File: src/rtl/mbe_defines.svh
// Overview of operation
// restart request ignored unless engine idle
// restart pulls clock low, then releases data
// clock released, both high, data low, clock low
// restart self-clears, no reload, data stays low
// start seen at once, interrupt after timeout
// restart collision on low data or clock
// buffer write sets full and starts sending
// data changes after fall; low/high one period
// address is seven bits plus read/write bit
// eighth fall clears full, releases data
// ninth-bit acknowledge latched into status
// after ninth clock: interrupt, clock held low
// write while sending discarded, collision flagged
// software clears collision before next send
// receive request ignored unless engine idle
// receive toggles clock, shifts data in
// eighth receive fall: store, flag, hold, idle
// reading the buffer clears buffer full; stays set here while a second byte is held
// overflow when byte arrives while full
// write while receiving discarded, collision flagged
// software sends start, address, then data bytes
// software reads with read bit, then acknowledges
// interrupt only after restart fully completes
// each period is baud value reload to rollover
// counter waits until released clock reads high
// acknowledge sequence drives chosen value one pulse
// lines only pulled low or released
`ifndef MBE_DEFINES_SVH
`define MBE_DEFINES_SVH
`define MBE_BAUD_W 8
`define MBE_CNT_W 4
`define MBE_CNT_ZERO 4'h0
`define MBE_CNT_EIGHTH 4'h7
`define MBE_CNT_NINTH 4'h8
`define MBE_BAUD_ZERO 8'h00
`define MBE_BAUD_ONE 8'h01
`define MBE_BYTE_ZERO 8'h00
`define MBE_SYNC_IDLE 3'h7
`define MBE_LINE_LOW 1'b0
`define MBE_MSB 7
`endif

File: src/rtl/mbe_pkg.sv
`include "mbe_defines.svh"
package mbe_pkg;
	typedef enum logic [3:0] {
		ST_IDLE, ST_RS_PULL, ST_RS_RELSDA, ST_RS_RELSCL, ST_RS_HIGH, ST_RS_SDALOW,
		ST_TX_LOW, ST_TX_REL, ST_TX_HIGH, ST_RX_LOW, ST_RX_REL, ST_RX_HIGH, ST_RX_PUSH,
		ST_AK_LOW, ST_AK_REL, ST_AK_HIGH
	} mbe_state_t;
	typedef struct packed {
		logic restart;
		logic receive;
		logic ackSeq;
		logic ackValue;
		logic write;
		logic [7:0] data;
	} mbe_req_t;
	typedef struct packed {
		logic clrCollision;
		logic clrOverflow;
		logic clrInterrupt;
		logic clrStart;
		logic clrBusCollision;
	} mbe_clr_t;
	typedef struct packed {
		logic restartRequest;
		logic receiveRequest;
		logic ackSequenceRequest;
		logic slaveAckStatus;
		logic bufferFull;
		logic writeCollision;
		logic receiveOverflow;
		logic portInterrupt;
		logic startDetected;
		logic busCollision;
	} mbe_flag_t;
	typedef struct packed {
		mbe_state_t st;
		logic [`MBE_BAUD_W-1:0] bc;
		logic [`MBE_CNT_W-1:0] bitCnt;
		logic [7:0] sh;
		logic txFull;
		logic sclLow;
		logic sdaLow;
		logic [2:0] sclSy;
		logic [2:0] sdaSy;
		logic sclF;
		logic sdaF;
		logic slave_ack_status;
		logic write_collision_flag;
		logic ovf;
		logic intr;
		logic startSeen;
		logic bcol;
	} mbe_core_t;
endpackage

File: src/rtl/mbe_master_engine.sv
`timescale 1ns/10ps
`include "mbe_defines.svh"
module mbe_master_engine #(
	parameter int RX_DEPTH = 2
) (
	input wire logic clk, // system clock 40 MHz
	input wire logic rst, // async reset, high
	input wire mbe_pkg::mbe_req_t req, // request pulses and write data
	input wire mbe_pkg::mbe_clr_t clr, // flag clear pulses
	input wire logic [`MBE_BAUD_W-1:0] baudValue, // baud reload value
	input wire logic sclIn, // clock line level
	output logic sclOut, // clock line drive value
	output logic sclOe, // clock line pulled low
	input wire logic sdaIn, // data line level
	output logic sdaOut, // data line drive value
	output logic sdaOe, // data line pulled low
	output logic rxValid, // received byte available
	output logic [7:0] rxData, // received byte
	input wire logic rxReady, // processor reads byte
	output mbe_pkg::mbe_flag_t flags // status and busy bits
);
	import mbe_pkg::*;
	mbe_core_t s, next_s;
	logic idle, timeout, startEv, pushValid, pushReady;

	mbe_pair_buffer #(.WIDTH(8), .DEPTH(RX_DEPTH)) rxBuf (
		.clk(clk),
		.rst(rst),
		.inValid(pushValid),
		.inData(s.sh),
		.inReady(pushReady),
		.outValid(rxValid),
		.outData(rxData),
		.outReady(rxReady)
	);

	assign idle = (s.st == ST_IDLE);
	assign timeout = (s.bc == `MBE_BAUD_ZERO);
	assign startEv = s.sclF && s.sdaF && (s.sdaSy[2] == s.sdaSy[1]) && !s.sdaSy[1];
	assign pushValid = (s.st == ST_RX_PUSH);
	// open drain
	assign sclOut = `MBE_LINE_LOW;
	assign sdaOut = `MBE_LINE_LOW;
	assign sclOe = s.sclLow;
	assign sdaOe = s.sdaLow;

	always_comb begin
		flags.restartRequest = s.st inside {ST_RS_PULL, ST_RS_RELSDA, ST_RS_RELSCL,
			ST_RS_HIGH, ST_RS_SDALOW};
		flags.receiveRequest = s.st inside {ST_RX_LOW, ST_RX_REL, ST_RX_HIGH, ST_RX_PUSH};
		flags.ackSequenceRequest = s.st inside {ST_AK_LOW, ST_AK_REL, ST_AK_HIGH};
		flags.slaveAckStatus = s.slave_ack_status;
		// full clears once reads empty the buffer and no send is pending
		flags.bufferFull = s.txFull || rxValid;
		flags.writeCollision = s.write_collision_flag;
		flags.receiveOverflow = s.ovf;
		flags.portInterrupt = s.intr;
		flags.startDetected = s.startSeen;
		flags.busCollision = s.bcol;
	end

	always_comb begin
		logic setIf, setWcol, setOvf, setBcol, taken;
		setIf = 1'b0;
		setWcol = 1'b0;
		setOvf = 1'b0;
		setBcol = 1'b0;
		taken = 1'b0;
		next_s = s;
		next_s.sclSy = {s.sclSy[1:0], sclIn};
		next_s.sdaSy = {s.sdaSy[1:0], sdaIn};
		if (s.sclSy[2] == s.sclSy[1]) begin
			next_s.sclF = s.sclSy[2];
		end
		if (s.sdaSy[2] == s.sdaSy[1]) begin
			next_s.sdaF = s.sdaSy[2];
		end
		// countdown to rollover
		if (!timeout) begin
			next_s.bc = s.bc - `MBE_BAUD_ONE;
		end
		case (s.st)
			ST_IDLE: begin
				// requests only in idle
				if (req.restart) begin
					taken = 1'b1;
					next_s.sclLow = 1'b1;
					next_s.st = ST_RS_PULL;
				end else if (req.ackSeq) begin
					// drive chosen ack value
					taken = 1'b1;
					next_s.sclLow = 1'b1;
					next_s.sdaLow = !req.ackValue;
					next_s.bc = baudValue;
					next_s.st = ST_AK_LOW;
				end else if (req.receive) begin
					taken = 1'b1;
					next_s.sclLow = 1'b1;
					next_s.sdaLow = 1'b0;
					next_s.bitCnt = `MBE_CNT_ZERO;
					next_s.bc = baudValue;
					next_s.st = ST_RX_LOW;
				end
				// write starts sending msb first
				if (req.write && !taken) begin
					next_s.sh = req.data;
					next_s.txFull = 1'b1;
					next_s.sclLow = 1'b1;
					next_s.sdaLow = !req.data[`MBE_MSB];
					next_s.bitCnt = `MBE_CNT_ZERO;
					next_s.bc = baudValue;
					next_s.st = ST_TX_LOW;
				end
			end
			// wait clock low, then release data
			ST_RS_PULL: begin
				if (!s.sclF) begin
					next_s.sdaLow = 1'b0;
					next_s.bc = baudValue;
					next_s.st = ST_RS_RELSDA;
				end
			end
			// release clock once data high
			ST_RS_RELSDA: begin
				if (timeout && s.sdaF) begin
					next_s.sclLow = 1'b0;
					next_s.st = ST_RS_RELSCL;
				end
			end
			ST_RS_RELSCL: begin
				if (s.sclF) begin
					// data low at clock rise
					if (!s.sdaF) begin
						setBcol = 1'b1;
					end else begin
						next_s.bc = baudValue;
						next_s.st = ST_RS_HIGH;
					end
				end
			end
			ST_RS_HIGH: begin
				// clock lost before data low
				if (!s.sclF) begin
					setBcol = 1'b1;
				end else if (timeout) begin
					next_s.sdaLow = 1'b1;
					next_s.bc = baudValue;
					next_s.st = ST_RS_SDALOW;
				end
			end
			ST_RS_SDALOW: begin
				// finish after timeout, data held low
				if (timeout) begin
					next_s.sclLow = 1'b1;
					setIf = 1'b1;
					next_s.st = ST_IDLE;
				end
			end
			// clock low one period
			ST_TX_LOW: begin
				if (timeout) begin
					next_s.sclLow = 1'b0;
					next_s.st = ST_TX_REL;
				end
			end
			// counter waits for clock high
			ST_TX_REL: begin
				if (s.sclF) begin
					// latch ninth-bit ack
					if (s.bitCnt == `MBE_CNT_NINTH) begin
						next_s.slave_ack_status = s.sdaF;
					end
					next_s.bc = baudValue;
					next_s.st = ST_TX_HIGH;
				end
			end
			ST_TX_HIGH: begin
				if (timeout) begin
					next_s.sclLow = 1'b1;
					next_s.bitCnt = s.bitCnt + `MBE_CNT_W'(1);
					next_s.bc = baudValue;
					next_s.st = ST_TX_LOW;
					if (s.bitCnt == `MBE_CNT_EIGHTH) begin
						// eighth fall releases data
						next_s.txFull = 1'b0;
						next_s.sdaLow = 1'b0;
					end else if (s.bitCnt == `MBE_CNT_NINTH) begin
						// suspend with clock low
						setIf = 1'b1;
						next_s.sdaLow = 1'b0;
						next_s.st = ST_IDLE;
					end else begin
						// next bit after the fall
						next_s.sh = {s.sh[6:0], 1'b0};
						next_s.sdaLow = !s.sh[`MBE_MSB-1];
					end
				end
			end
			// receive clock toggles per rollover
			ST_RX_LOW: begin
				if (timeout) begin
					next_s.sclLow = 1'b0;
					next_s.st = ST_RX_REL;
				end
			end
			ST_RX_REL: begin
				if (s.sclF) begin
					next_s.sh = {s.sh[6:0], s.sdaF};
					next_s.bc = baudValue;
					next_s.st = ST_RX_HIGH;
				end
			end
			ST_RX_HIGH: begin
				if (timeout) begin
					next_s.sclLow = 1'b1;
					next_s.bitCnt = s.bitCnt + `MBE_CNT_W'(1);
					next_s.bc = baudValue;
					next_s.st = (s.bitCnt == `MBE_CNT_EIGHTH) ? ST_RX_PUSH : ST_RX_LOW;
				end
			end
			// store byte, flag, return idle
			ST_RX_PUSH: begin
				if (pushReady) begin
					// overflow when still full
					setOvf = rxValid;
					setIf = 1'b1;
					next_s.st = ST_IDLE;
				end
			end
			ST_AK_LOW: begin
				if (timeout) begin
					next_s.sclLow = 1'b0;
					next_s.st = ST_AK_REL;
				end
			end
			ST_AK_REL: begin
				if (s.sclF) begin
					next_s.bc = baudValue;
					next_s.st = ST_AK_HIGH;
				end
			end
			ST_AK_HIGH: begin
				if (timeout) begin
					next_s.sclLow = 1'b1;
					setIf = 1'b1;
					next_s.st = ST_IDLE;
				end
			end
			default: begin
				next_s.st = ST_IDLE;
			end
		endcase
		// write while busy is dropped
		if (req.write && (!idle || taken)) begin
			setWcol = 1'b1;
		end
		if (setBcol) begin
			next_s.sclLow = 1'b0;
			next_s.sdaLow = 1'b0;
			next_s.st = ST_IDLE;
		end
		next_s.write_collision_flag = (s.write_collision_flag && !clr.clrCollision) || setWcol;
		next_s.ovf = (s.ovf && !clr.clrOverflow) || setOvf;
		next_s.intr = (s.intr && !clr.clrInterrupt) || setIf;
		next_s.bcol = (s.bcol && !clr.clrBusCollision) || setBcol;
		// start seen at once
		next_s.startSeen = (s.startSeen && !clr.clrStart) || startEv;
	end

	always_ff @(posedge clk or posedge rst) begin
		if (rst) begin
			s <= '0;
			s.sclSy <= `MBE_SYNC_IDLE;
			s.sdaSy <= `MBE_SYNC_IDLE;
			s.sclF <= 1'b1;
			s.sdaF <= 1'b1;
		end else begin
			s <= next_s;
		end
	end
endmodule // mbe_master_engine

File: src/rtl/mbe_pair_buffer.sv
`timescale 1ns/10ps
module mbe_pair_buffer #(
	parameter int WIDTH = 8,
	parameter int DEPTH = 2
) (
	input wire logic clk, // system clock
	input wire logic rst, // async reset, high
	input wire logic inValid, // word offered
	input wire logic [WIDTH-1:0] inData, // offered word
	output logic inReady, // room for a word
	output logic outValid, // word available
	output logic [WIDTH-1:0] outData, // oldest word
	input wire logic outReady // drain takes word
);
	localparam int PW = (DEPTH > 1) ? $clog2(DEPTH) : 1;
	localparam int CW = $clog2(DEPTH + 1);
	typedef struct packed {
		logic [DEPTH-1:0][WIDTH-1:0] mem;
		logic [PW-1:0] rdPtr;
		logic [PW-1:0] wrPtr;
		logic [CW-1:0] count;
	} mbe_buf_t;
	mbe_buf_t s, next_s;
	logic push, pop;

	assign inReady = (s.count != CW'(DEPTH));
	assign outValid = (s.count != '0);
	assign outData = s.mem[s.rdPtr];
	assign push = inValid && inReady;
	assign pop = outValid && outReady;

	always_comb begin
		next_s = s;
		if (push) begin
			next_s.mem[s.wrPtr] = inData;
			next_s.wrPtr = (s.wrPtr == PW'(DEPTH - 1)) ? '0 : PW'(s.wrPtr + PW'(1));
		end
		if (pop) begin
			next_s.rdPtr = (s.rdPtr == PW'(DEPTH - 1)) ? '0 : PW'(s.rdPtr + PW'(1));
		end
		if (push && !pop) begin
			next_s.count = CW'(s.count + CW'(1));
		end else if (pop && !push) begin
			next_s.count = CW'(s.count - CW'(1));
		end
	end

	always_ff @(posedge clk or posedge rst) begin
		if (rst) begin
			s <= '0;
		end else begin
			s <= next_s;
		end
	end
endmodule // mbe_pair_buffer

File: config.mk
export PLATFORM = sky130hd
export DESIGN_NAME = mbe_master_engine
export DESIGN_NICKNAME = d
export VERILOG_FILES = /design/src/rtl/mbe_pkg.sv /design/src/rtl/mbe_master_engine.sv /design/src/rtl/mbe_pair_buffer.sv
export VERILOG_INCLUDE_DIRS = /design/src /design/src/rtl
export SDC_FILE = /design/constraint.sdc
export NUM_CORES = 1
export LEC_CHECK = 0
export BUFFER_PORTS_ARGS = -buffer_cell sky130_fd_sc_hd__buf_2
export CORE_UTILIZATION = 51
export CTS_BUF_LIST = sky130_fd_sc_hd__clkbuf_4
export CTS_CLUSTER_SIZE = 25
export DETAILED_ROUTE_END_ITERATION = 8
export PLACE_DENSITY_LB_ADDON = 0.25
export SYNTH_ARGS = -nofsm -noshare
export SYNTH_HDL_FRONTEND = slang
export SYNTH_SLANG_ARGS = --single-unit
File: constraint.sdc
create_clock -name clk -period 5.45 [get_ports clk]
set_input_delay 0.2725 -clock clk [delete_from_list [all_inputs] [get_ports clk]]
set_output_delay 0.2725 -clock clk [all_outputs]
set_load 0.01 [all_outputs]
==> run metrics, run 1 <==
Worst VDD drop=222.7 uV; Final HPWL DP=6028 microns; Tmin final=2.720 ns; FF/Latch Area=0.001536 sq mm; Final Util=59.51%; FFs w/ async S/R, synth=100.0%; mapped cell area=0.003711 sq mm; WL/cell=16.63 microns; Power Density=493.4 mW/mm^2; CTS tree=built; Adder-Cell Fraction of Synth Area=2.225%; Max Slew Vio Count=0; aggregate global-route resource usage=24.65%; largest family of logic cells by synthesized area=compound AO/OA/AOI/OAI gates; number of flops mapped to enable cells by yosys=0; status=finished, final reports clean; WL final=8663 microns; Worst Clk Skew=0.01921 ns; Worst R2R Start=s[29]; most frequent cell after synthesis=dfrtp_1; register area share after synthesis=41.40%; hold-critical path depth=2; Yosys warning total=0; Cell Count, Final, Fillers Out=521; crit-path max FO=11; synthesized area per cell=9.792 sq um; initial core utilization=53.73%; ANT cells=0; Placed Area=0.003961 sq mm; fmax=367.7 MHz; setup bufs post-CTS=0; Worst-path clk slew=0.11 ns; CP Launch Type=flop; Arrival @ worst endpoint=3.03 ns; first-pass GRT wire length=14230 microns; Seq cells post-synth=61; Multi-input gate area=0.001948 sq mm; Slew @ Worst Pin=1.057 ns; Hold Violations, Final=0; Crit Path Category=reg -> reg; Initial DRT Pass Iterations=5; # nets final=456; dpl cells=502; worst hold margin=0.01811 ns; via count=3069; Core ar.=0.006907 sq mm; P&R area growth vs syn=10.76%; hold crit path type=in -> reg; CTS sink cnt=61; Commonest cells post-synth=dfrtp_1 (53), mux2_2 (34), nor2_1 (23); GP Congestion=0.9078; Port Buffer Count=51; Finished Cell Area=0.004110 sq mm; DR iter-0 viols=278; Hold Startpoint=clr[0]; Crit path required time=5.76 ns; max_slew headroom=28.56%; Final setup viols=0; Unique masters post-synth=63; Post-synth top flop=dfrtp_1; Total Neg Setup Slack=0 ns; Longest Clk Path Bufs=2; RSZ-0062 raised after global routing=no; worst r2r dst=s[19]; fill count=634; # DRC=0; critical path capture point type=flop; share of cells above drive strength 1=30.12%; XOR/XNOR Fraction of Synth Area=3.304%; initial antenna violation count=0; die area=0.007621 sq mm; CTS Buf Count=9; # H-tree levels=3; top post-synthesis cells by area=dfrtp_1 (36%), mux2_2 (10%), dfstp_2 (5.7%); row count=30; leakage power=1.907 nW; cell taking the most area after synthesis=dfrtp_1; Clk Latency, worst-skew pair=0.42 ns; fin crit share=49.90%; r2r setup slk=2.73 ns; CTS Root Cell=clkbuf_4; hold endpoint=flags[0]; mux share of post-synthesis cell area=10.59%; Synth Instances=379; die width=87.30 microns; Synth Area in Simple Gates=17.09%; top cell type's share of synthesized area=35.74%; boundary pin count=54; vias per inst=5.891; antenna viol nets, final=0; Worst R2R Path Depth=7; largest net degree at the start of global routing=62; Synth Area in Compound Gates=19.08%; GRT overflow=0; vias in the first global route=2948; max capacitance violation total=0; chip height=87.30 microns
-- state kept, by name, summed over array words and instances (netlist names) --
| name | flops |
|---|---|
| flags | 6 |
| next_s | 4 |
| rxBuf.s | 20 |
| s | 29 |
| sclOe | 1 |
| sdaOe | 1 |
-- worst max path at each step --
stage / start / endpoint / slack (ns) / cells past startpoint
floorplan: s[29] / s[17] / 3.18 / 8
global placement: s[39] / rxBuf.s[6] / 2.82 / 5
detailed placement: s[29] / s[22] / 2.72 / 7
CTS: s[29] / s[22] / 2.71 / 7
global route: s[29] / s[21] / 2.55 / 7
finish: s[29] / s[19] / 2.73 / 7
-- cell families (layout without fill, tap and decap cells) --
logic type                 count (synthesis)  after routing
and+or+nand+nor                          117            117
AOI/OAI and AO/OA                         97             97
DFF                                       61             61
buffers and inverters                     47             92
muxes                                     35             35
xor gates and xnor gates                  14             14
adders and majority gates                  7              7
other                                      1              2
-- per-stage QoR --
| stage | power [mW] | setup WS [ns] |
|---|---|---|
| 2_1_floorplan | 1.513 | 3.179 |
| 3_3_place_gp | 1.717 | 2.821 |
| 3_5_place_dp | 1.739 | 2.723 |
| 4_1_cts | 2.026 | 2.710 |
| 5_1_grt | 2.185 | 2.549 |
| 6_report | 2.028 | 2.730 |
-- per-layer routing --
layer  vias to the layer above  wire length [microns]  track usage (%)
met5                         -                      0                0
li1                       1459                      -                -
met2                       121                   4092            39.06
met4                         0                    225            10.88
met3                        26                    516            5.592
met1                      1463                   3829            32.30
-- worst max-delay path, stage by stage (launching register included) --
cell,delay [ns]
dfrtp_1,0.44
inv_1,0.10
ha_1,0.16
or3b_2,0.51
nor2_2,0.40
nand3_1,0.15
a21oi_2,0.45
mux2_2,0.40
-- cells in the final DEF, fill, tap and decap left out, types with 3 or more instances in the layout --
cell type      Yosys  final
dfrtp_1           53     53
buf_2              4     51
mux2_2            34     34
nor2_1            23     23
o21ai_0           21     21
nand2_1           20     20
inv_1             17     16
nand2b_1          12     12
nor3_1            10     10
a22o_1            10     10
a21oi_1           10     10
nor2b_1            9      9
clkbuf_4           0      9
nand3_1            8      8
xnor2_1            8      8
dfstp_2            8      8
o2bb2ai_1          7      7
xor2_1             6      6
or2_2              5      5
o22ai_1            5      5
a211o_1            5      5
ha_1               5      5
buf_4              9      5
nor3b_1            4      4
nor4_1             4      4
nand4_1            4      4
o31ai_1            4      4
o211a_1            4      4
o211ai_1           4      4
o21a_1             3      3
or3_1              3      3
and3_1             3      3
clkinv_2           0      3
dlygate4sd3_1      0      3
-- report_power, final --
part	switching, mW	total (mW)	internal (mW)
Sequential	0.117	0.698	0.581
Combinational	0.594	1.05	0.452
Clock	0.188	0.284	0.0956
-- repair_timing --
item | 4_1_cts | 5_1_grt
hold endpoints to repair | 2 | 1
hold buffers | 2 | 1
resized for setup | 0 | 0
-- area by class of cell --
class	instances	area share (%)
clock buffers	9	1.644
multi-input cells	272	47.40
inverters	17	1.553
clock inverters	7	1.248
repair buffers	59	7.854
flip-flops and latches	61	37.38
well taps	96	2.922
No activity file was read; power rests on OpenSTA's default activity.
==> run 2, diff against run 1 <==
==> constraint.sdc (replaced) <==
create_clock -name clk -period 2.2 [get_ports clk]
set_input_delay 0.11 -clock clk [delete_from_list [all_inputs] [get_ports clk]]
set_output_delay 0.11 -clock clk [all_outputs]
set_load 0.01 [all_outputs]
==> run 2 against run 1 <==
Compared with the run above:
- die area did not move
- critical path depth decreased by 2
- clock skew increased by 0.0076 ns
- non-clock buffer count increased by 41
- design area increased by 11%
- flip-flop and latch count did not move
- core utilization grew 6.3 points
- wire length is 13% higher
- first-iteration DRC count rose by 66%
- final cell count up 7.9%
- maximum frequency up 29%
- power rose to 2.7 times the previous value
==> run metrics, run 2 (synthesized netlist as in run 1, its figures left out) <==
Port Buffer Count=51 (unchanged); GP Congestion=0.9428 (+3.9%); fmax=475.6 MHz (+29%); first-pass GRT wire length=15620 microns (+9.8%); WL/cell=17.40 microns (+4.6%); CTS tree=built; dpl cells=526 (+4.8%); final worst slack=0.09744 ns (-2.633 ns); die area=0.007621 sq mm (unchanged); via count=3343 (+8.9%); RSZ-0062 raised after global routing=yes; CTS Root Cell=clkbuf_4; CTS Buf Count=9 (unchanged); crit path to=s[30]; hold crit path type=in -> reg; die width=87.30 microns (unchanged); Crit Path Category=reg -> reg; row count=30 (unchanged); Final Util=65.85% (+6.3 points); pre-CTS WS=0.01882 ns (-2.704 ns); boundary pin count=54 (unchanged); r2r setup slk=0.1 ns (-2.63 ns); aggregate global-route resource usage=27.13% (+2.5 points); fin crit share=95.57% (+46 points); # nets final=497 (+9.0%); worst r2r dst=s[30]; Final setup viols=0 (unchanged); max capacitance violation total=0 (unchanged); Crit path required time=2.50 ns (-3.26 ns); Initial DRT Pass Iterations=6 (+1); Worst R2R Path Depth=5 (-2); # H-tree levels=3 (unchanged); initial core utilization=53.73% (unchanged); Clk Latency, worst-skew pair=0.42 ns (about the same); Worst Clk Skew=0.02683 ns (+0.007615 ns); chip height=87.30 microns (unchanged); Total Power=5.476 mW (+170%); crit-path max FO=25 (+14); fill count=611 (-3.6%); Tmin final=2.103 ns (-0.6172 ns); Top reg by flops=s; Max Slew Vio Count=0 (unchanged); most frequent cells in the layout=dfrtp_1 (53), buf_2 (51), mux2_2 (34), buf_4 (27), nor2_1 (22); Arrival @ worst endpoint=2.40 ns (-0.63 ns); DR iter-0 viols=462 (+66%); CTS sink cnt=61 (unchanged); max reg flops=29 (unchanged); vias in the first global route=3148 (+6.8%); CP Launch Type=flop; critical path capture point type=flop; ANT cells=0 (unchanged); Core ar.=0.006907 sq mm (unchanged); Cell Count, Final, Fillers Out=562 (+7.9%); Hold Violations, Final=0 (unchanged); WL final=9778 microns (+13%); GRT overflow=0 (unchanged); vias per inst=5.948 (+0.98%); Slew @ Worst Pin=0.6125 ns (-0.4441 ns); Final HPWL DP=6904 microns (+15%); commonest non-fill, non-tap cell in the layout=dfrtp_1; Longest Clk Path Bufs=2 (unchanged); P&R area growth vs syn=22.56%; CP Launch Point=s[38]; initial antenna violation count=0 (unchanged); Worst VDD drop=520.5 uV (+130%); Power Density=1204 mW/mm^2 (+140%); largest net degree at the start of global routing=39 (-37%); leakage power=2.116 nW (+11%); Worst-path clk slew=0.13 ns (+0.02 ns); max_slew headroom=58.73% (+30 points); antenna viol nets, final=0 (unchanged); # DRC=0 (unchanged); Worst R2R Start=s[38]; share of cells above drive strength 1=34.55% (+4.4 points); status=finished, final reports clean
## run 2: cell type report
class | instances | area, sq um | share of cell area [%]
multi-input cells | 272 | 2006 | 44.10
flip-flops and latches | 61 | 1536 | 33.78
repair buffers | 100 | 708.2 | 15.57
well taps | 96 | 120.1 | 2.641
clock buffers | 10 | 75.07 | 1.651
inverters | 17 | 63.81 | 1.403
clock inverters | 6 | 38.79 | 0.8528
## run 2: worst min path at each step
| stage | end | start | depth (start not counted) |
|---|---|---|---|
| CTS | s[21] | req[4] | 3 |
| floorplan | next_s[12] | sclIn | 0 |
| detailed placement | s[25] | rst | 2 |
| global route | s[21] | req[4] | 3 |
| global placement | s[25] | rst | 2 |
| finish | s[21] | req[4] | 3 |
## run 2: worst max-delay path, cell delays in order (launching register included)
cell     delay [ns]
dfrtp_1        0.46
buf_4          0.32
xor2_1         0.30
o21ai_0        0.15
a211o_1        0.43
a211o_1        0.32
## run 2: power breakdown
part           leakage [nW]  internal [mW]  total, mW  switching, mW
Combinational          1.27           1.38       3.02           1.64
Sequential            0.780           1.44       1.76          0.319
Clock                0.0626          0.243      0.699          0.456
Total                  2.12           3.06       5.48           2.42
## run 2: metrics by stage
step	area, sq um	setup TNS [ns]	hold WS, ns
final	4548	0	0.03745
after global routing	4548	-0.02207	0.02123
after CTS	4493	0	0.01879
after detailed placement	4189	0	0.1750
after global placement	4189	0	0.1740
after floorplan	3725	0	0.1145
## run 2: layer usage
| metal | global-route usage, % | vias to the layer above | part of all wire, % |
|---|---|---|---|
| met5 | 0 | - | 0 |
| met4 | 10.58 | 0 | 2.7 |
| met3 | 5.403 | 29 | 7.0 |
| met2 | 43.96 | 152 | 48 |
| met1 | 35.77 | 1620 | 42 |
| li1 | - | 1542 | - |
## run 2: what timing repair did
| action | 4_1_cts | 5_1_grt |
|---|---|---|
| hold endpoints to repair | 32 | 0 |
| hold buffers | 19 | 0 |
| endpoints found under the setup margin | 0 | 20 |
| resized for setup | 0 | 11 |
| setup buffers | 0 | 1 |
